## src/inc/cfc_pkg.sv

```systemverilog
// package: register layout, reset values and operation codes for the flag/control block
package cfc_pkg;

   // ***************************************************
   // register addresses (word index on the plain port)
   // ***************************************************
   localparam logic [1:0] ADDR_FLAG_WORD  = 2'h0;
   localparam logic [1:0] ADDR_CFG_WORD   = 2'h1;
   localparam logic [1:0] ADDR_INT_CTRL   = 2'h2;

   // ***************************************************
   // flag word bit positions
   // ***************************************************
   localparam int FW_GUARD_A   = 15;
   localparam int FW_GUARD_B   = 14;
   localparam int FW_CLIP_A    = 13;
   localparam int FW_CLIP_B    = 12;
   localparam int FW_ANY_GUARD = 11;
   localparam int FW_ANY_CLIP  = 10;
   localparam int FW_DO_RUN    = 9;
   localparam int FW_HALF_C    = 8;
   localparam int FW_PRIO_LO   = 5;
   localparam int FW_REP_RUN   = 4;
   localparam int FW_NEG       = 3;
   localparam int FW_SIGN_CHG  = 2;
   localparam int FW_ZERO      = 1;
   localparam int FW_CARRY     = 0;

   // ***************************************************
   // config word and interrupt control bit positions
   // ***************************************************
   localparam int CW_MUL_US    = 12;
   localparam int CW_EARLY     = 11;
   localparam int CW_DEPTH_LO  = 8;
   localparam int CW_CLIP_A    = 7;
   localparam int CW_CLIP_B    = 6;
   localparam int CW_STORE     = 5;
   localparam int CW_WIDTH     = 4;
   localparam int CW_PRIO_MSB  = 3;
   localparam int CW_PROG_WIN  = 2;
   localparam int CW_ROUND     = 1;
   localparam int CW_INT_MODE  = 0;
   localparam int IC_NEST_DIS  = 15;

   // ***************************************************
   // reset values and priority mask
   // ***************************************************
   localparam logic [15:0] FLAG_WORD_RST  = 16'h0000;
   localparam logic [15:0] CFG_WORD_RST   = 16'h0020;
   localparam logic [15:0] INT_CTRL_RST   = 16'h0000;
   localparam logic [2:0]  PRIO_ALL_MASK  = 3'h7;

   // ***************************************************
   // alu operations and multiply forms
   // ***************************************************
   typedef enum logic [2:0] {
      CFC_OP_ADD,
      CFC_OP_SUB,
      CFC_OP_AND,
      CFC_OP_OR,
      CFC_OP_XOR,
      CFC_OP_SHL,
      CFC_OP_SHR,
      CFC_OP_ASR
   } cfc_op_t;

   typedef enum logic [2:0] {
      CFC_MUL_SS,
      CFC_MUL_UU,
      CFC_MUL_US,
      CFC_MUL_SU,
      CFC_MUL_SLIT,
      CFC_MUL_ULIT,
      CFC_MUL_BYTE
   } cfc_mul_t;

   typedef struct packed {
      logic        valid;
      cfc_op_t     op;
      logic        byte_mode;
      logic [15:0] a;
      logic [15:0] b;
   } cfc_alu_req_t;

   typedef struct packed {
      logic [15:0] result;
      logic        carry;
      logic        half_carry;
      logic        neg;
      logic        sign_chg;
      logic        zero;
   } cfc_alu_res_t;

   typedef struct packed {
      logic valid;
      logic guard_a;
      logic guard_b;
      logic clip_a;
      logic clip_b;
   } cfc_acc_evt_t;

endpackage : cfc_pkg

```

## src/core/cfc_alu.sv

```systemverilog
// 16-bit alu datapath: result and flag terms, byte or word width
`timescale 1ns/1ps
module cfc_alu
   import cfc_pkg::*;
(
   input  wire cfc_alu_req_t req_i,
   output cfc_alu_res_t      res_o
);

   // ***************************************************
   // byte/word operand shaping
   // ***************************************************
   wire [15:0] a_w   = req_i.byte_mode ? {8'h00, req_i.a[7:0]} : req_i.a;
   wire [15:0] b_w   = req_i.byte_mode ? {8'h00, req_i.b[7:0]} : req_i.b;
   wire        is_sub = (req_i.op == CFC_OP_SUB);
   wire [15:0] b_eff = is_sub ? ~b_w : b_w;
   wire        cin    = is_sub;
   wire [16:0] sum    = {1'b0, a_w} + {1'b0, b_eff} + {16'h0000, cin};
   wire [8:0]  sum_lo = {1'b0, a_w[7:0]} + {1'b0, b_eff[7:0]} + {8'h00, cin};
   wire [4:0]  nib    = {1'b0, a_w[3:0]} + {1'b0, b_eff[3:0]} + {4'h0, cin};
   wire        arith  = (req_i.op == CFC_OP_ADD) || is_sub;
   wire        msb_i  = req_i.byte_mode ? 1'b1 : 1'b0;

   logic [15:0] r;
   logic        c;
   always_comb
   begin
      r = 16'h0000;
      c = 1'b0;
      case (req_i.op)
         CFC_OP_ADD, CFC_OP_SUB:
         begin
            r = sum[15:0];
            c = req_i.byte_mode ? sum_lo[8] : sum[16]; // [RL11]
         end
         CFC_OP_AND: r = a_w & b_w;
         CFC_OP_OR:  r = a_w | b_w;
         CFC_OP_XOR: r = a_w ^ b_w;
         CFC_OP_SHL:
         begin
            r = {a_w[14:0], 1'b0};
            c = req_i.byte_mode ? a_w[7] : a_w[15];
         end
         CFC_OP_SHR:
         begin
            r = {1'b0, a_w[15:1]};
            c = a_w[0];
         end
         CFC_OP_ASR:
         begin
            r = req_i.byte_mode ? {8'h00, a_w[7], a_w[7:1]} : {a_w[15], a_w[15:1]};
            c = a_w[0];
         end
         default: r = 16'h0000;
      endcase
   end

   // ***************************************************
   // flag terms; carry acts as not-borrow on subtract
   // ***************************************************
   wire [15:0] r_sz  = req_i.byte_mode ? {8'h00, r[7:0]} : r; // [RL21]
   wire        sgn_r = msb_i ? r[7] : r[15];
   wire        sgn_a = msb_i ? a_w[7] : a_w[15];
   wire        sgn_b = msb_i ? b_eff[7] : b_eff[15];
   assign res_o.result     = r_sz;
   assign res_o.carry      = c; // [RL11]
   assign res_o.half_carry = arith & (req_i.byte_mode ? nib[4] : sum_lo[8]); // [RL5]
   assign res_o.neg        = sgn_r; // [RL8]
   assign res_o.sign_chg   = arith & (sgn_a == sgn_b) & (sgn_r != sgn_a); // [RL9]
   assign res_o.zero       = (r_sz == 16'h0000);

endmodule : cfc_alu

```

## src/core/cfc_core.sv

```systemverilog
// cpu flag word, core config word, alu flag update and multiplier
//
// Behaviour
// RL1 - guard flags bits 15/14 follow accumulator overflow; bit 11 reads their OR
// RL2 - clip flags bits 13/12 are sticky; software may clear, never set
// RL3 - bit 10 reads OR of clip flags; clearing it clears both
// RL4 - bit 9 shows DO loop running, bit 4 shows REPEAT running
// RL5 - half carry from bit 4 (byte) or bit 8 (word)
// RL6 - priority is config bit 3 over bits 7-5; msb or 111 masks user interrupts
// RL7 - priority bits are read-only while nesting disable is set
// RL8 - negative flag bit 3 follows result sign
// RL9 - bit 2 flags signed overflow
// RL10 - zero flag bit 1 cleared by nonzero result of a zero-affecting op
// RL11 - carry bit 0 from result msb; carry flags act as not-borrow on subtract
// RL12 - config bit 12 selects unsigned multiply
// RL13 - writing 1 to config bit 11 ends DO loop; reads as zero
// RL14 - config bits 10-8 report active DO loop count
// RL15 - config bits 7/6 enable accumulator A/B saturation
// RL16 - config bit 5 enables store saturation, reset value 1
// RL17 - config bit 4 selects 9.31 or 1.31 saturation width
// RL18 - config bit 2 maps program space into data window
// RL19 - config bit 1 selects biased rounding, else convergent
// RL20 - config bit 0 selects integer multiply, else fractional
// RL21 - 16-bit alu with add, subtract, shift, logic at byte or word width
// RL22 - shared 17x17 multiplier serves all mcu multiply forms
// RL23 - alu flag update wins over a same-cycle write; clear-only bits never set
`timescale 1ns/1ps
module cfc_core
   import cfc_pkg::*;
(
   input  wire logic         clk_i,
   input  wire logic         rst_i,
   input  wire logic [1:0]   addr_i,
   input  wire logic [15:0]  wdata_i,
   input  wire logic         wr_i,
   input  wire logic         rd_i,
   output logic [15:0]       rdata_o,
   input  wire cfc_alu_req_t alu_req_i,
   output cfc_alu_res_t      alu_res_o,
   input  wire cfc_acc_evt_t acc_evt_i,
   input  wire logic         do_running_i,
   input  wire logic         rep_running_i,
   input  wire logic [2:0]   loop_nest_depth_i,
   input  wire logic         mul_valid_i,
   input  wire cfc_mul_t     mul_form_i,
   input  wire logic [15:0]  mul_a_i,
   input  wire logic [15:0]  mul_b_i,
   output logic [31:0]       mul_prod_o,
   output logic              early_loop_exit_o,
   output logic              user_irq_masked_o,
   output logic [3:0]        cpu_priority_level_o,
   output logic              mult_unsigned_sel_o,
   output logic              acc_a_clip_enable_o,
   output logic              acc_b_clip_enable_o,
   output logic              store_clip_enable_o,
   output logic              clip_width_select_o,
   output logic              program_window_enable_o,
   output logic              rounding_select_o,
   output logic              int_mode_o
);

   // ***************************************************
   // state
   // ***************************************************
   logic        guard_a_q, guard_b_q, clip_a_q, clip_b_q;
   logic        half_c_q, neg_q, sign_chg_q, zero_q, carry_q;
   logic [2:0]  prio_q;
   logic [15:0] cfg_q;
   logic [15:0] ictl_q;
   logic        early_q;
   logic [15:0] rdata_q;
   logic [31:0] prod_q;

   // ***************************************************
   // alu
   // ***************************************************
   cfc_alu u_alu (
      .req_i (alu_req_i),
      .res_o (alu_res_o)
   );

   // ***************************************************
   // decode
   // ***************************************************
   wire wr_flag = wr_i && (addr_i == ADDR_FLAG_WORD);
   wire wr_cfg  = wr_i && (addr_i == ADDR_CFG_WORD);
   wire wr_ictl = wr_i && (addr_i == ADDR_INT_CTRL);
   wire nest_dis = ictl_q[IC_NEST_DIS];
   wire alu_upd  = alu_req_i.valid;
   wire early_req = wr_cfg && wdata_i[CW_EARLY]; // [RL13]

   wire clr_any_clip = wr_flag && !wdata_i[FW_ANY_CLIP]; // [RL3]
   wire clr_clip_a   = wr_flag && (!wdata_i[FW_CLIP_A] || !wdata_i[FW_ANY_CLIP]);
   wire clr_clip_b   = wr_flag && (!wdata_i[FW_CLIP_B] || !wdata_i[FW_ANY_CLIP]);

   wire [15:0] flag_word = {guard_a_q, guard_b_q, clip_a_q, clip_b_q,
                            guard_a_q | guard_b_q, clip_a_q | clip_b_q, // [RL1] [RL3]
                            do_running_i, half_c_q, prio_q, rep_running_i, // [RL4]
                            neg_q, sign_chg_q, zero_q, carry_q};
   wire [15:0] cfg_word  = {3'h0, cfg_q[CW_MUL_US], 1'b0, loop_nest_depth_i, // [RL13] [RL14]
                            cfg_q[7:0]};

   // ***************************************************
   // accumulator status flags
   // ***************************************************
   always_ff @(posedge clk_i or posedge rst_i)
   begin
      if (rst_i)
      begin
         guard_a_q <= 1'b0;
         guard_b_q <= 1'b0;
         clip_a_q  <= 1'b0;
         clip_b_q  <= 1'b0;
      end
      else
      begin
         if (acc_evt_i.valid)
         begin
            guard_a_q <= acc_evt_i.guard_a; // [RL1]
            guard_b_q <= acc_evt_i.guard_b;
         end
         if (acc_evt_i.valid && acc_evt_i.clip_a)
            clip_a_q <= 1'b1; // [RL2]
         else if (clr_clip_a)
            clip_a_q <= 1'b0;
         if (acc_evt_i.valid && acc_evt_i.clip_b)
            clip_b_q <= 1'b1; // [RL2]
         else if (clr_clip_b)
            clip_b_q <= 1'b0;
      end
   end

   // ***************************************************
   // alu flags and priority field
   // ***************************************************
   always_ff @(posedge clk_i or posedge rst_i)
   begin
      if (rst_i)
      begin
         half_c_q   <= 1'b0;
         neg_q      <= 1'b0;
         sign_chg_q <= 1'b0;
         zero_q     <= 1'b0;
         carry_q    <= 1'b0;
         prio_q     <= 3'h0;
      end
      else
      begin
         if (alu_upd)
         begin
            half_c_q   <= alu_res_o.half_carry; // [RL5] [RL23]
            neg_q      <= alu_res_o.neg; // [RL8]
            sign_chg_q <= alu_res_o.sign_chg; // [RL9]
            zero_q     <= alu_res_o.zero; // [RL10]
            carry_q    <= alu_res_o.carry; // [RL11]
         end
         else if (wr_flag)
         begin
            half_c_q   <= wdata_i[FW_HALF_C];
            neg_q      <= wdata_i[FW_NEG];
            sign_chg_q <= wdata_i[FW_SIGN_CHG];
            zero_q     <= wdata_i[FW_ZERO];
            carry_q    <= wdata_i[FW_CARRY];
         end
         if (wr_flag && !nest_dis)
            prio_q <= wdata_i[FW_PRIO_LO +: 3]; // [RL7]
      end
   end

   // ***************************************************
   // config word, interrupt control copy, early exit
   // ***************************************************
   always_ff @(posedge clk_i or posedge rst_i)
   begin
      if (rst_i)
      begin
         cfg_q   <= CFG_WORD_RST; // [RL16]
         ictl_q  <= INT_CTRL_RST;
         early_q <= 1'b0;
      end
      else
      begin
         early_q <= early_req; // [RL13]
         if (wr_cfg)
         begin
            cfg_q[CW_MUL_US] <= wdata_i[CW_MUL_US];
            cfg_q[7:4]       <= wdata_i[7:4];
            cfg_q[2:0]       <= wdata_i[2:0];
            if (!wdata_i[CW_PRIO_MSB])
               cfg_q[CW_PRIO_MSB] <= 1'b0; // [RL6]
         end
         if (wr_ictl)
            ictl_q <= {wdata_i[IC_NEST_DIS], 15'h0000};
      end
   end

   // ***************************************************
   // shared 17x17 multiplier
   // ***************************************************
   logic               sa, sb;
   logic signed [16:0] ma, mb;
   logic signed [33:0] pr;
   always_comb
   begin
      sa = 1'b0;
      sb = 1'b0;
      ma = 17'sh00000;
      mb = 17'sh00000;
      case (mul_form_i)
         CFC_MUL_SS:
         begin
            sa = 1'b1;
            sb = 1'b1;
         end
         CFC_MUL_SU:   sa = 1'b1;
         CFC_MUL_US:   sb = 1'b1;
         CFC_MUL_SLIT: sa = 1'b1;
         default:      sa = 1'b0;
      endcase
      ma = {sa & mul_a_i[15], mul_a_i};
      mb = {sb & mul_b_i[15], mul_b_i};
      if (mul_form_i == CFC_MUL_SLIT || mul_form_i == CFC_MUL_ULIT)
         mb = {12'h000, mul_b_i[4:0]};
      if (mul_form_i == CFC_MUL_BYTE)
      begin
         ma = {9'h000, mul_a_i[7:0]};
         mb = {9'h000, mul_b_i[7:0]};
      end
      pr = ma * mb; // [RL22]
   end

   always_ff @(posedge clk_i or posedge rst_i)
   begin
      if (rst_i)
         prod_q <= 32'h00000000;
      else if (mul_valid_i)
         prod_q <= pr[31:0];
   end

   // ***************************************************
   // register read port
   // ***************************************************
   wire [15:0] rd_mux = (addr_i == ADDR_FLAG_WORD) ? flag_word :
                        (addr_i == ADDR_CFG_WORD)  ? cfg_word  :
                        (addr_i == ADDR_INT_CTRL)  ? ictl_q    : 16'h0000;
   always_ff @(posedge clk_i or posedge rst_i)
   begin
      if (rst_i)
         rdata_q <= 16'h0000;
      else if (rd_i)
         rdata_q <= rd_mux;
   end

   // ***************************************************
   // outputs
   // ***************************************************
   assign rdata_o                 = rdata_q;
   assign mul_prod_o              = prod_q;
   assign early_loop_exit_o       = early_q; // [RL13]
   assign cpu_priority_level_o    = {cfg_q[CW_PRIO_MSB], prio_q}; // [RL6]
   assign user_irq_masked_o       = cfg_q[CW_PRIO_MSB] || (prio_q == PRIO_ALL_MASK); // [RL6]
   assign mult_unsigned_sel_o     = cfg_q[CW_MUL_US]; // [RL12]
   assign acc_a_clip_enable_o     = cfg_q[CW_CLIP_A]; // [RL15]
   assign acc_b_clip_enable_o     = cfg_q[CW_CLIP_B]; // [RL15]
   assign store_clip_enable_o     = cfg_q[CW_STORE]; // [RL16]
   assign clip_width_select_o     = cfg_q[CW_WIDTH]; // [RL17]
   assign program_window_enable_o = cfg_q[CW_PROG_WIN]; // [RL18]
   assign rounding_select_o       = cfg_q[CW_ROUND]; // [RL19]
   assign int_mode_o              = cfg_q[CW_INT_MODE]; // [RL20]

   // ***************************************************
   // checks
   // ***************************************************
   a_clip_sticky_hold: assert property (@(posedge clk_i) disable iff (rst_i) // [RL2]
      $past(clip_a_q) && !$past(clr_clip_a) |-> clip_a_q)
      else $error("clip flag a dropped without clear");
   a_clip_set_wins: assert property (@(posedge clk_i) disable iff (rst_i) // [RL2]
      acc_evt_i.valid && acc_evt_i.clip_b |=> clip_b_q)
      else $error("clip flag b not set");
   a_any_clip_clear: assert property (@(posedge clk_i) disable iff (rst_i) // [RL3]
      clr_any_clip && !acc_evt_i.valid |=> !clip_a_q && !clip_b_q)
      else $error("combined clear missed a flag");
   a_prio_locked: assert property (@(posedge clk_i) disable iff (rst_i) // [RL7]
      nest_dis |=> $stable(prio_q))
      else $error("priority changed while locked");
   a_zero_follow: assert property (@(posedge clk_i) disable iff (rst_i) // [RL10]
      alu_upd |=> zero_q == $past(alu_res_o.zero))
      else $error("zero flag wrong");
   a_carry_alu_wins: assert property (@(posedge clk_i) disable iff (rst_i) // [RL23]
      alu_upd && wr_flag |=> carry_q == $past(alu_res_o.carry))
      else $error("write beat alu carry");
   a_early_pulse: assert property (@(posedge clk_i) disable iff (rst_i) // [RL13]
      early_req |=> early_loop_exit_o ##1 (early_loop_exit_o == $past(early_req)))
      else $error("early exit pulse wrong");
   a_prio_msb_noset: assert property (@(posedge clk_i) disable iff (rst_i) // [RL6]
      !cfg_q[CW_PRIO_MSB] |=> !cfg_q[CW_PRIO_MSB])
      else $error("priority msb was set");
   a_irq_mask: assert property (@(posedge clk_i) disable iff (rst_i) // [RL6]
      prio_q == PRIO_ALL_MASK |-> user_irq_masked_o)
      else $error("user interrupts not masked");

endmodule : cfc_core

```

## config.mk

```make
export PLATFORM = sky130hd
export DESIGN_NAME = cfc_core
export DESIGN_NICKNAME = d
export VERILOG_FILES = /design/src/inc/cfc_pkg.sv /design/src/core/cfc_alu.sv /design/src/core/cfc_core.sv
export SDC_FILE = /design/constraint.sdc
export NUM_CORES = 1
export LEC_CHECK = 0
export BUFFER_PORTS_ARGS = -buffer_cell sky130_fd_sc_hd__buf_2
export CORE_MARGIN = 5
export CORE_UTILIZATION = 52
export CTS_CLUSTER_DIAMETER = 30
export DETAILED_ROUTE_END_ITERATION = 10
export PLACE_DENSITY = 0.81
export SYNTH_ARGS = -nofsm -noshare
export SYNTH_HDL_FRONTEND = slang
export SYNTH_SLANG_ARGS = --single-unit
export TNS_END_PERCENT = 30
```

## constraint.sdc

```tcl
create_clock -name clk_i -period 10.1 [get_ports clk_i]
set_clock_uncertainty 0.1 [all_clocks]
set_input_delay 1.01 -clock clk_i [delete_from_list [all_inputs] [get_ports clk_i]]
set_output_delay 1.01 -clock clk_i [all_outputs]
set_load 0.01 [all_outputs]
```

After elaboration in Yosys (flattened, before gate mapping)
Index checks and enable logic that the tools add are counted.
{"block": "classes", "addsub": 6, "n_mul": 1, "div": 0, "order_cmp": 0, "n_eq_ne": 17, "shifts": 0, "n_mux": 36, "bitwise_logic": 11, "reduce_logical": 28}
{"op": "$mux 16", "count": 8}
{"op": "$pmux 16 s7", "count": 1}
{"op": "$mux 17", "count": 3}
{"op": "$mul 17x17->32", "count": 1}
{"op": "$eq 3x3->1 const B", "count": 8}
{"op": "$mux 1", "count": 23}
{"op": "$add 16x16->17", "count": 1}
{"op": "$add 17x1->17", "count": 1}
{"op": "$and 16x16->16", "count": 1}
{"op": "$logic_not 16->1", "count": 1}
{"op": "$not 16->16", "count": 1}
{"op": "$or 16x16->16", "count": 1}
{"op": "$xor 16x16->16", "count": 1}
{"op": "$eq 3x2->1 const B", "count": 4}
{"op": "$add 8x8->9", "count": 1}
{"op": "$add 9x1->9", "count": 1}
{"op": "$logic_and 1x1->1", "count": 9}
{"op": "$logic_not 3->1", "count": 2}
{"op": "$reduce_bool 2->1", "count": 3}
{"op": "$reduce_or 2->1", "count": 3}
{"op": "$add 4x4->5", "count": 1}
{"op": "$add 5x1->5", "count": 1}
{"op": "$and 1x1->1", "count": 5}
{"op": "$logic_not 1->1", "count": 4}
{"op": "other kinds (10)", "count": 14}
{"block": "word_totals", "ff_bits": 70, "latch_bits": 0, "mem_bits_rw": 0, "rom_bits": 0, "in_bits": 105, "out_inout_bits": 83, "elab_cells": 115, "n_memories": 0}

Longest topological paths before layout
Gate-level depths: netlist (run 1).
{"block": "depth", "depth_word": 10, "depth_mapped": 26, "depth_no_buf": 25}

Modules after synthesis
Synthesis (run 1) repeated with hierarchy kept, for this count alone.
{"block": "hier_totals", "cells_unflattened": 1812, "area_unflattened_um2": 16124.2}
{"mod": "cfc_core", "n_inst": 1, "cells_each": 1418, "area_each_um2": 13457.9, "seq_area_each_um2": 1752.9}
{"mod": "cfc_alu", "n_inst": 1, "cells_each": 394, "area_each_um2": 2666.3, "seq_area_each_um2": 0.0}

Worst setup path before layout (run 1)
Ideal clock, no wire load.
{"block": "synth_path", "path_kind": "input -> register", "from": "input port mul_form_i[1]", "to": "register prod_q[29], in the netlist mul_prod_o[29]", "setup_ns": 0.125, "arrival_time_ns": 7.222, "required_ns": 9.875, "slack_ns": 2.653, "cell_stages": 24, "path_buffers": 2, "cell_sequence": "nand2b_1 clkbuf_1 clkbuf_1 nand2_1 nor2_1 inv_1 fa_1 inv_1 fa_1 inv_1 fa_1 fa_1 fa_1 fa_1 inv_1 ha_1 a21o_1 a21o_1 a21o_1 and2_1 a211o_1 a21oi_1 xnor2_1 mux2_2"}
{"block": "synth_between", "elab_chain_len": 7, "elab_cells_between_ends": 17, "classes_between": "mul (1); eq/ne (5); mux (5); bitwise (2); reduce/logical (4)"}
{"item": "start, declared", "line": "cfc_core.sv:45", "text": "input wire cfc_mul_t mul_form_i,"}
{"item": "$eq 3x2->1 or $logic_not 3->1 (tied branches)", "line": "cfc_core.sv:209", "text": "case (mul_form_i)"}
{"item": "$reduce_or 2->1 (no source line)"}
{"item": "$mux 1", "line": "cfc_core.sv:209"}
{"item": "$and 1x1->1", "line": "cfc_core.sv:221", "text": "mb = {sb & mul_b_i[15], mul_b_i};"}
{"item": "$mux 17", "line": "cfc_core.sv:222", "text": "if (mul_form_i == CFC_MUL_SLIT || mul_form_i == CFC_MUL_ULIT)"}
{"item": "$mux 17", "line": "cfc_core.sv:224", "text": "if (mul_form_i == CFC_MUL_BYTE)"}
{"item": "$mul 17x17->32 *", "line": "cfc_core.sv:229", "text": "pr = ma * mb;"}
{"item": "end signal, assigned", "line": "cfc_core.sv:237", "text": "prod_q <= pr[31:0];"}
{"item": "end, declared", "line": "cfc_core.sv:72", "text": "logic [31:0] prod_q;"}
Mark *: on every way between the ends. The rest lies on a longest branch, timed or not.
A chain may end at the register's enable or synchronous reset.

Worst setup path in the final report (run 1)
Same ends and word-level chain as after synthesis.

==> results of run 1 <==
worst register-to-register path, cell delays in order (launching register included):
cell     delay [ns]
dfrtp_1        0.39
nor2b_1        0.27
mux2_2         0.39
logic make-up after synthesis:
group           synth area share, %
buf+inv                       10.62
fa+ha+maj                     45.24
flops                         10.90
simple gates                  15.81
other cells                 0.02331
xor+xnor                      3.103
mux                           4.713
compound gates                9.597
path summary, 6_finish.rpt:
| check | endpoint |
|---|---|
| setup / recovery | mul_prod_o[29] |
| hold / removal | mul_prod_o[19] |
| setup reg to reg | prio_q[2] |
| hold reg to reg | mul_prod_o[19] |
| max in group asynchronous | rdata_o[5] |
| min in group asynchronous | neg_q |
per-stage QoR:
step / hold slack, ns / instances / total power, uW
2_1_floorplan: 0.3702 / 1803 / 3722
3_3_place_gp: 0.3863 / 2312 / 4633
3_5_place_dp: 0.3894 / 2312 / 4782
4_1_cts: 0.4047 / 2328 / 5138
5_1_grt: 0.4263 / 2328 / 5720
6_report: 0.4018 / 2328 / 5096
power by group through the flow:
stage | clock (uW) | sequential, uW | combinational [uW]
6_report | 326 | 445 | 4320
3_3_place_gp | 0 | 445 | 4190
2_1_floorplan | 0 | 476 | 3250
5_1_grt | 346 | 454 | 4920
4_1_cts | 333 | 445 | 4360
3_5_place_dp | 0 | 449 | 4330
area by class of cell:
cell class / instances / area, um2 / area share [%]
Timing Repair Buffer: 191 / 973.4 / 5.547
Clock buffer: 9 / 225.2 / 1.283
Clock inverter: 7 / 81.33 / 0.4634
Sequential cell: 70 / 1753 / 9.989
Tap cell: 396 / 495.5 / 2.823
Inverter: 371 / 1393 / 7.935
Multi-Input combinational cell: 1284 / 12630 / 71.96
per-layer routing:
layer	GRT usage (%)	share of wire, %
met2	43.46	50
met1	31.91	38
met5	0	0.031
met3	3.713	7.5
met4	9.589	4.1
cell usage in the layout, fill, tap and decap left out, types with 5 or more instances in the layout:
cell	count
a211o_1	5
a211oi_1	12
a21o_1	26
a21oi_1	53
a22oi_1	5
a31oi_1	6
and2_1	75
and3_1	59
buf_2	184
buf_4	7
clkbuf_16	9
dfrtp_1	69
fa_1	283
ha_1	129
inv_1	368
mux2_2	40
mux2i_1	24
nand2_1	186
nand2b_1	13
nand3_1	33
nand3b_1	5
nor2_1	103
nor2b_1	9
nor3_1	13
o211ai_1	7
o21a_1	7
o21ai_0	40
o22ai_1	13
or3_1	7
xnor2_1	45
xor2_1	12
==> qor.csv, run 1 <==
stage,metric,value,unit
setup_path,Setup crit start,mul_form_i[1],
setup_path,CP most frequent cell,fa_1,
logic_synthesis,Synth top cells by count,"inv_1 (369), fa_1 (283), nand2_1 (186)",
detailed_routing,number of DRC markers in iteration 0,948,
sta,Final WS setup,1.929,ns
setup_path,reg-to-reg setup timing slack,8.84,ns
logic_synthesis,most numerous cell in the Yosys netlist,inv_1,
finish,Layout fillers,2680,
clocking,H-Tree Depth,3,
finish,Area Growth Syn to Fin,9.075,%
clocking,CTS tree,built,
power,Reg power frac,8.7,%
logic_synthesis,"FF+latch count, synth",70,
setup_path,"Max stage delay cell, worst path",and3_1,
setup_path,Levels on crit path,25,
place,Post-DP Area,17240,um2
place,Place WS,1.718,ns
clocking,post-CTS resize count,0,
floorplan,Chip Width,185.9,um
finish,share of layout cells above drive strength 1,13.82,%
floorplan,Die H,185.9,um
setup_path,CP Launch Type,input pin,
logic_synthesis,"Avg Cell Area, Syn",8.924,um2
sta,Final Setup Violations,0,
power,Clk pwr share,6.4,%
setup_path,Top delay family on crit path,adder cells,
setup_path,worst-path maximum fanout,34,
sta,Final period util,80.90,%
logic_synthesis,Synth top area share,35.21,%
finish,"Core Util, Final",57.37,%
clocking,CTS buffer count,9,
sta,Worst-Margin Slew,0.8850,ns
setup_path,Worst Setup End Kind,flip-flop,
global_routing,Total GRT Usage,25.10,%
sta,fmax,122.4,MHz
setup_path,FF-to-FF Start,ictl_q[15],
place,PortBufs,184,
setup_path,Max stage delay on crit path,0.55,ns
power,Comb power frac,84.9,%
detailed_routing,Post-DRT Antenna Nets,0,
setup_path,Worst Path Arrival,8.28,ns
power,switching power total,2603,uW
global_routing,vias in the first global route,14040,
place,Final GP Congestion,0.9423,
logic_synthesis,Syn Nets,2320,
hold_path,Min-Delay Startpoint,mul_prod_o[19],
clocking,clock slew at reported path FFs,0.06,ns
hold_path,Hold Path Class,reg2reg,
floorplan,num ports,188,
global_routing,total gr overflow,0,
global_routing,largest net degree at the start of global routing,71,
global_routing,initial antenna violation count,1,
finish,"Design Area, Final",17550,um2
setup_path,critical path class,in2reg,
power,P_leak,0.009288,uW
clocking,"Clk Latency, worst-skew pair",0.32,ns
logic_synthesis,ranking of synthesized cells by area,"fa_1 (35%), dfrtp_1 (11%), ha_1 (10%)",
detailed_routing,DRC Markers,0,
logic_synthesis,Syn Inst Count,1803,
place,DP HPWL,34430,um
detailed_routing,DRT Wirelength,42330,um
sta,relative slew slack,41.00,%
sta,RSZ-0062 raised after global routing,no,
setup_path,Reg2Reg Depth,2,
setup_path,Critical Path RT,10.21,ns
detailed_routing,vias per inst,5.696,
floorplan,Site Rows,64,
detailed_routing,via count,13260,
floorplan,die area,34560,um2
clocking,postcts setup bufs,0,
hold_path,hold path cells,1,
run,max_cap viols,0,
logic_synthesis,Yosys warning total,0,
power,switch share,51.09,%
finish,Antenna diodes,0,
sta,max-slew violations,0,
run_status,status,"complete, no violations",
sta,setup TNS,0,ns
logic_synthesis,"Seq/Total Area, Yosys",10.90,%
logic_synthesis,number of enable flip-flop cells after synthesis,0,
setup_path,CP Buf/Inv Count,7,
power,PD cells,290.4,nW/um2
power,Max rail drop VDD,0.0003936,V
clocking,# hold bufs at CTS,0,
logic_synthesis,ys flop type,dfrtp_1,
floorplan,CORE AREA,30590,um2
sta,Final Hold Fails,0,
clocking,# clock sinks,70,
floorplan,Initial Util,52.60,%
sta,final critical-path required period,8.171,ns
logic_synthesis,mapped cell area,16090,um2
global_routing,first-pass GRT wire length,69660,um
finish,max FFs per register,32,
detailed_routing,DR WL/cell,18.18,um
clocking,CTS max path bufs,2,
clocking,root buf cell,clkbuf_16,
logic_synthesis,ys async rst share,100.0,%
logic_synthesis,Synth cell types,74,
logic_synthesis,largest area contributor in the synthesized netlist,fa_1,
finish,fin nets,2444,
power,P_int,2492,uW
detailed_routing,router iterations before antenna repair,5,
Note: power is estimated with default switching activity, not from simulation.
==> inputs of run 2 (changes only) <==
==> constraint.sdc (replaced) <==
create_clock -name clk_i -period 8.4 [get_ports clk_i]
set_clock_uncertainty 0.1 [all_clocks]
set_input_delay 0.84 -clock clk_i [delete_from_list [all_inputs] [get_ports clk_i]]
set_output_delay 0.84 -clock clk_i [all_outputs]
set_load 0.01 [all_outputs]
==> qor.csv, run 2 (synthesized netlist as in run 1, its figures left out) <==
stage,metric,value,unit,change
floorplan,Site Rows,64,,unchanged
finish,fin nets,2455,,+0.45%
clocking,# hold bufs at CTS,0,,unchanged
clocking,clock slew at reported path FFs,0.06,ns,about the same
sta,Final Hold Fails,0,,unchanged
clocking,root buf cell,clkbuf_16,,
global_routing,largest net degree at the start of global routing,71,,unchanged
clocking,H-Tree Depth,3,,unchanged
finish,"most common cell after layout, fill and taps aside",inv_1,,
clocking,"Clk Latency, worst-skew pair",0.33,ns,about the same
sta,worst hold margin,0.3978,ns,-0.003925 ns
power,Comb power frac,84.4,%,-0.5 points
hold_path,Hold Path Class,reg2reg,,
clocking,post-CTS resize count,0,,unchanged
setup_path,Worst Path Arrival,7.69,ns,-0.59 ns
sta,Final WS setup,0.8227,ns,-1.107 ns
place,PortBufs,184,,unchanged
hold_path,Min-Delay Startpoint,mul_prod_o[20],,
sta,Worst-Margin Slew,0.9867,ns,+0.1017 ns
floorplan,CORE AREA,30590,um2,unchanged
sta,RSZ-0062 raised after global routing,no,,
setup_path,worst-path maximum fanout,12,,-65%
power,Max rail drop VDD,0.0004558,V,+16%
run_status,status,"complete, no violations",,
sta,max-slew violations,0,,unchanged
global_routing,Total GRT Usage,25.95,%,+0.86 points
clocking,CTS buffer count,9,,unchanged
sta,fmax,132.0,MHz,
run,max_cap viols,0,,unchanged
global_routing,total gr overflow,0,,unchanged
global_routing,initial antenna violation count,1,,unchanged
power,PD cells,348.7,nW/um2,+20%
finish,most frequent cells in the layout,"inv_1 (368), fa_1 (283), nand2_1 (186), buf_2 (184), ha_1 (129)",,
floorplan,num ports,188,,unchanged
global_routing,first-pass GRT wire length,71900,um,+3.2%
detailed_routing,Post-DRT Antenna Nets,0,,unchanged
power,switching power total,3115,uW,+20%
sta,final critical-path required period,7.577,ns,
setup_path,Worst Setup End Kind,flip-flop,,
sta,Final Setup Violations,0,,unchanged
clocking,# clock sinks,70,,unchanged
setup_path,Setup crit start,mul_form_i[0],,
sta,relative slew slack,34.22,%,-6.8 points
finish,max FFs per register,32,,unchanged
finish,share of layout cells above drive strength 1,14.31,%,+0.49 points
detailed_routing,vias per inst,5.702,,+0.10%
detailed_routing,via count,13340,,+0.57%
floorplan,Die H,185.9,um,unchanged
floorplan,die area,34560,um2,unchanged
detailed_routing,DR WL/cell,18.61,um,+2.3%
place,DP HPWL,35660,um,+3.6%
power,P_leak,0.009360,uW,+0.78%
setup_path,critical path class,in2reg,,
finish,Layout Cells excl Fill,2339,,+0.47%
sta,Final period util,90.21,%,
detailed_routing,router iterations before antenna repair,6,,+1
global_routing,vias in the first global route,14470,,+3.0%
clocking,CTS max path bufs,2,,unchanged
setup_path,CP Launch Type,input pin,,
setup_path,worst path cell trace,"buf_2, nand3b_1, and2_1, nand2_1, fa_1, fa_1, fa_1, fa_1, inv_1, fa_1, inv_1, fa_1, inv_1, ha_1, a211oi_1, nand3_1, a21oi_1, o41ai_1, buf_4, a221o_1, xor2_1, mux2_2",,
detailed_routing,DRT Wirelength,43520,um,+2.8%
place,Final GP Congestion,0.9435,,+0.13%
clocking,CTS tree,built,,
power,Clk pwr share,6.8,%,+0.4 points
setup_path,CP most frequent cell,fa_1,,
floorplan,Initial Util,52.60,%,unchanged
power,Reg power frac,8.7,%,about the same
setup_path,Critical Path RT,8.51,ns,-1.70 ns
power,switch share,50.59,%,-0.50 points
detailed_routing,number of DRC markers in iteration 0,882,,-7.0%
setup_path,"Max stage delay cell, worst path",and2_1,,
power,P_int,3042,uW,+22%
setup_path,Max stage delay on crit path,0.63,ns,+0.08 ns
finish,Area Growth Syn to Fin,9.736,%,
place,dpl cells,2323,,+0.48%
sta,setup TNS,0,ns,unchanged
floorplan,Chip Width,185.9,um,unchanged
detailed_routing,DRC Markers,0,,unchanged
place,Place WS,0.5478,ns,-1.171 ns
clocking,postcts setup bufs,0,,unchanged
finish,Antenna diodes,0,,unchanged
setup_path,FF-to-FF Start,ictl_q[15],,
run 2: area by class of cell:
type | instances | area [um2]
Clock buffer | 9 | 225.2
Multi-Input combinational cell | 1284 | 12630
Inverter | 371 | 1393
Timing Repair Buffer | 202 | 1056
Fill cell | 2696 | 12930
Clock inverter | 7 | 105.1
Tap cell | 396 | 495.5
Sequential cell | 70 | 1753
run 2: worst max-delay path: cells and delay by family:
| kind | cells | cell delay (ns) |
|---|---|---|
| compound gates | 4 | 1.20 |
| xor+xnor | 1 | 0.18 |
| fa+ha+maj | 7 | 3.43 |
| buf+inv | 5 | 0.46 |
| mux | 1 | 0.27 |
| simple gates | 4 | 1.31 |
run 2: final timing paths:
| check | to | slack [ns] | depth (start not counted) |
|---|---|---|---|
| worst max-delay path | mul_prod_o[24] | 0.82 | 22 |
| worst min-delay path | mul_prod_o[20] | 0.40 | 1 |
| worst max register to register | prio_q[0] | 7.13 | 2 |
| worst min register to register | mul_prod_o[20] | 0.40 | 1 |
| max in group asynchronous | mul_prod_o[11] | 6.93 | 3 |
| min in group asynchronous | rounding_select_o | 0.68 | 3 |
run 2: metal layers:
layer	GRT usage, %	vias up	part of all wire [%]
met2	45.14	571	50
li1	-	5961	-
met3	4.182	145	7.6
met1	32.34	6657	38
met5	0	-	0.021
met4	10.49	2	4.4
run 2: power groups by stage:
stage	Sequential, uW	Clock [uW]	Combinational (uW)
finish	537	421	5200
global route	548	448	5930
CTS	537	429	5220
detailed placement	541	0	5200
global placement	536	0	5030
floorplan	572	0	3900
run 2: through the flow:
stage | area, um2 | power [uW] | util [%]
floorplan | 16090 | 4475 | -
global placement | 17330 | 5570 | 56.64
detailed placement | 17330 | 5738 | 56.64
CTS | 17660 | 6190 | 57.72
global route | 17660 | 6921 | 57.72
finish | 17660 | 6157 | 57.72
==> inputs of run 3 (changes only) <==
--- a/config.mk
+++ b/config.mk
@@ -6,6 +6,7 @@
 export NUM_CORES = 1
 export LEC_CHECK = 0
 export BUFFER_PORTS_ARGS = -buffer_cell sky130_fd_sc_hd__buf_2
+export CORE_ASPECT_RATIO = 0.8
 export CORE_MARGIN = 5
 export CORE_UTILIZATION = 52
 export CTS_CLUSTER_DIAMETER = 30
==> qor.csv, run 3 (synthesized netlist as in run 1, its figures left out) <==
stage,metric,value,unit,change
setup_path,Top delay family on crit path,adder cells,,
run_status,status,"complete, no violations",,
setup_path,Max stage delay on crit path,0.59,ns,-0.04 ns
global_routing,first-pass GRT wire length,71820,um,-0.12%
place,Final GP Congestion,0.9890,,+4.8%
sta,final critical-path required period,7.634,ns,+0.05695 ns
hold_path,Min-Delay Startpoint,mul_prod_o[2],,
sta,Worst-Margin Slew,1.000,ns,+0.01351 ns
sta,Final Setup Violations,0,,unchanged
finish,"Core Util, Final",57.99,%,+0.27 points
detailed_routing,DRC Markers,0,,unchanged
sta,Final period util,90.88,%,+0.68 points
finish,Layout fillers,2678,,-0.67%
detailed_routing,DR WL/cell,18.26,um,-1.9%
sta,Final Hold Fails,0,,unchanged
global_routing,vias in the first global route,14240,,-1.6%
floorplan,Chip Width,206.7,um,+11%
setup_path,Setup crit start,mul_form_i[0],,
setup_path,CP Launch Type,input pin,,
clocking,postcts setup bufs,0,,unchanged
floorplan,num ports,188,,unchanged
finish,register area,1753,um2,unchanged
setup_path,Worst Setup End Kind,flip-flop,,
clocking,H-Tree Depth,3,,unchanged
detailed_routing,number of DRC markers in iteration 0,1043,,+18%
sta,max-slew violations,0,,unchanged
global_routing,largest net degree at the start of global routing,71,,unchanged
clocking,CTS tree,built,,
clocking,clock slew at reported path FFs,0.06,ns,about the same
clocking,"Clk Latency, worst-skew pair",0.33,ns,about the same
clocking,# clock sinks,70,,unchanged
hold_path,Hold Path Class,reg2reg,,
setup_path,reg-to-reg setup timing slack,7.12,ns,about the same
global_routing,initial antenna violation count,0,,-1
place,Place WS,0.4786,ns,-0.06918 ns
place,PortBufs,184,,unchanged
floorplan,Die H,167.3,um,-10%
place,DP HPWL,35620,um,-0.13%
setup_path,FF-to-FF Start,ictl_q[15],,
sta,RSZ-0062 raised after global routing,no,,
global_routing,total gr overflow,0,,unchanged
sta,fmax,131.0,MHz,-0.75%
setup_path,critical path class,in2reg,,
finish,Area Growth Syn to Fin,9.759,%,about the same
detailed_routing,DRT Wirelength,43040,um,-1.1%
clocking,root buf cell,clkbuf_16,,
detailed_routing,Post-DRT Antenna Nets,0,,unchanged
finish,share of layout cells above drive strength 1,14.35,%,+0.044 points
finish,Antenna diodes,0,,unchanged
detailed_routing,via count,13230,,-0.77%
finish,fin nets,2457,,+0.081%
clocking,post-CTS resize count,0,,unchanged
finish,"most common cell after layout, fill and taps aside",inv_1,,
setup_path,worst-path maximum fanout,48,,+36
run,max_cap viols,0,,unchanged
power,P_leak,0.009352,uW,about the same
setup_path,worst path cell trace,"buf_2, nand3b_1, buf_4, and2_1, nand2_1, fa_1, fa_1, fa_1, fa_1, inv_1, fa_1, inv_1, fa_1, inv_1, ha_1, o21a_1, o21ai_0, a21oi_1, a21oi_1, o41ai_1, buf_4, a221o_1, xor2_1, mux2_2",,
sta,relative slew slack,33.32,%,-0.90 points
power,PD cells,350.4,nW/um2,+0.50%
finish,max FFs per register,32,,unchanged
setup_path,"Max stage delay cell, worst path",fa_1,,
finish,multi-input logic area,12630,um2,unchanged
power,Max rail drop VDD,0.0004495,V,-1.4%
clocking,CTS max path bufs,2,,unchanged
detailed_routing,router iterations before antenna repair,6,,unchanged
sta,setup TNS,0,ns,unchanged
clocking,# hold bufs at CTS,0,,unchanged
floorplan,CORE AREA,30450,um2,-0.45%
sta,Final WS setup,0.7658,ns,-0.05695 ns
floorplan,Site Rows,57,,-11%
global_routing,Total GRT Usage,25.64,%,-0.32 points
sta,worst hold margin,0.4027,ns,+0.004847 ns
clocking,CTS buffer count,9,,unchanged
setup_path,Worst Path Arrival,7.75,ns,+0.06 ns
finish,most frequent cells in the layout,"inv_1 (368), fa_1 (283), nand2_1 (186), buf_2 (184), ha_1 (129)",,
setup_path,CP Buf/Inv Count,6,,+1
floorplan,die area,34580,um2,about the same
setup_path,CP most frequent cell,fa_1,,
setup_path,Critical Path RT,8.52,ns,about the same
floorplan,Initial Util,52.83,%,+0.24 points
detailed_routing,vias per inst,5.614,,-1.5%
[run 3: cell count changes in the layout (fill, tap and decap cells not counted)]
cell	change
clkbuf_8	+1
bufinv_16	-1
clkinv_2	+1
inv_8	-1
clkinv_4	-1
clkinvlp_4	+1
buf_4	+2
inv_6	-1
[run 3: area by class of cell]
class	count	area share [%]
Clock inverter	5	0.3330
Clock buffer	10	1.353
Tap cell	413	2.926
Timing Repair Buffer	204	6.065
Multi-Input combinational cell	1284	71.51
Inverter	371	7.886
Sequential cell	70	9.926
[run 3: path summary, 6_finish.rpt]
kind,end,cells past startpoint
max reg2reg,prio_q[2],2
min in group asynchronous,zero_q,3
min reg2reg,mul_prod_o[2],1
max in group asynchronous,mul_prod_o[12],3
max,mul_prod_o[24],24
min,mul_prod_o[2],1
[run 3: layer usage]
layer	vias up	global-route usage, %	wire [um]
li1	5962	-	-
met1	6621	34.64	17450
met2	545	42.23	20720
met3	105	4.350	3381
met4	0	8.415	1484
met5	-	0	0
[run 3: report_power, final]
group / switching [uW] / internal (uW)
Combinational: 2950 / 2320
Sequential: 63.0 / 472
Clock: 147 / 237
[run 3: worst reg2reg max path, delay by kind of cell, from the launching register on]
kind             cells  cell delay [ns]
DFF                  1             0.40
muxes                1             0.38
and+or+nand+nor      1             0.29
[run 3: metrics by stage]
step	total power [uW]	area [um2]	cells
2_1_floorplan	4475	16090	1803
3_5_place_dp	5778	17360	2342
3_3_place_gp	5565	17360	2342
4_1_cts	6193	17660	2357
6_report	6189	17660	2357
5_1_grt	6892	17660	2357
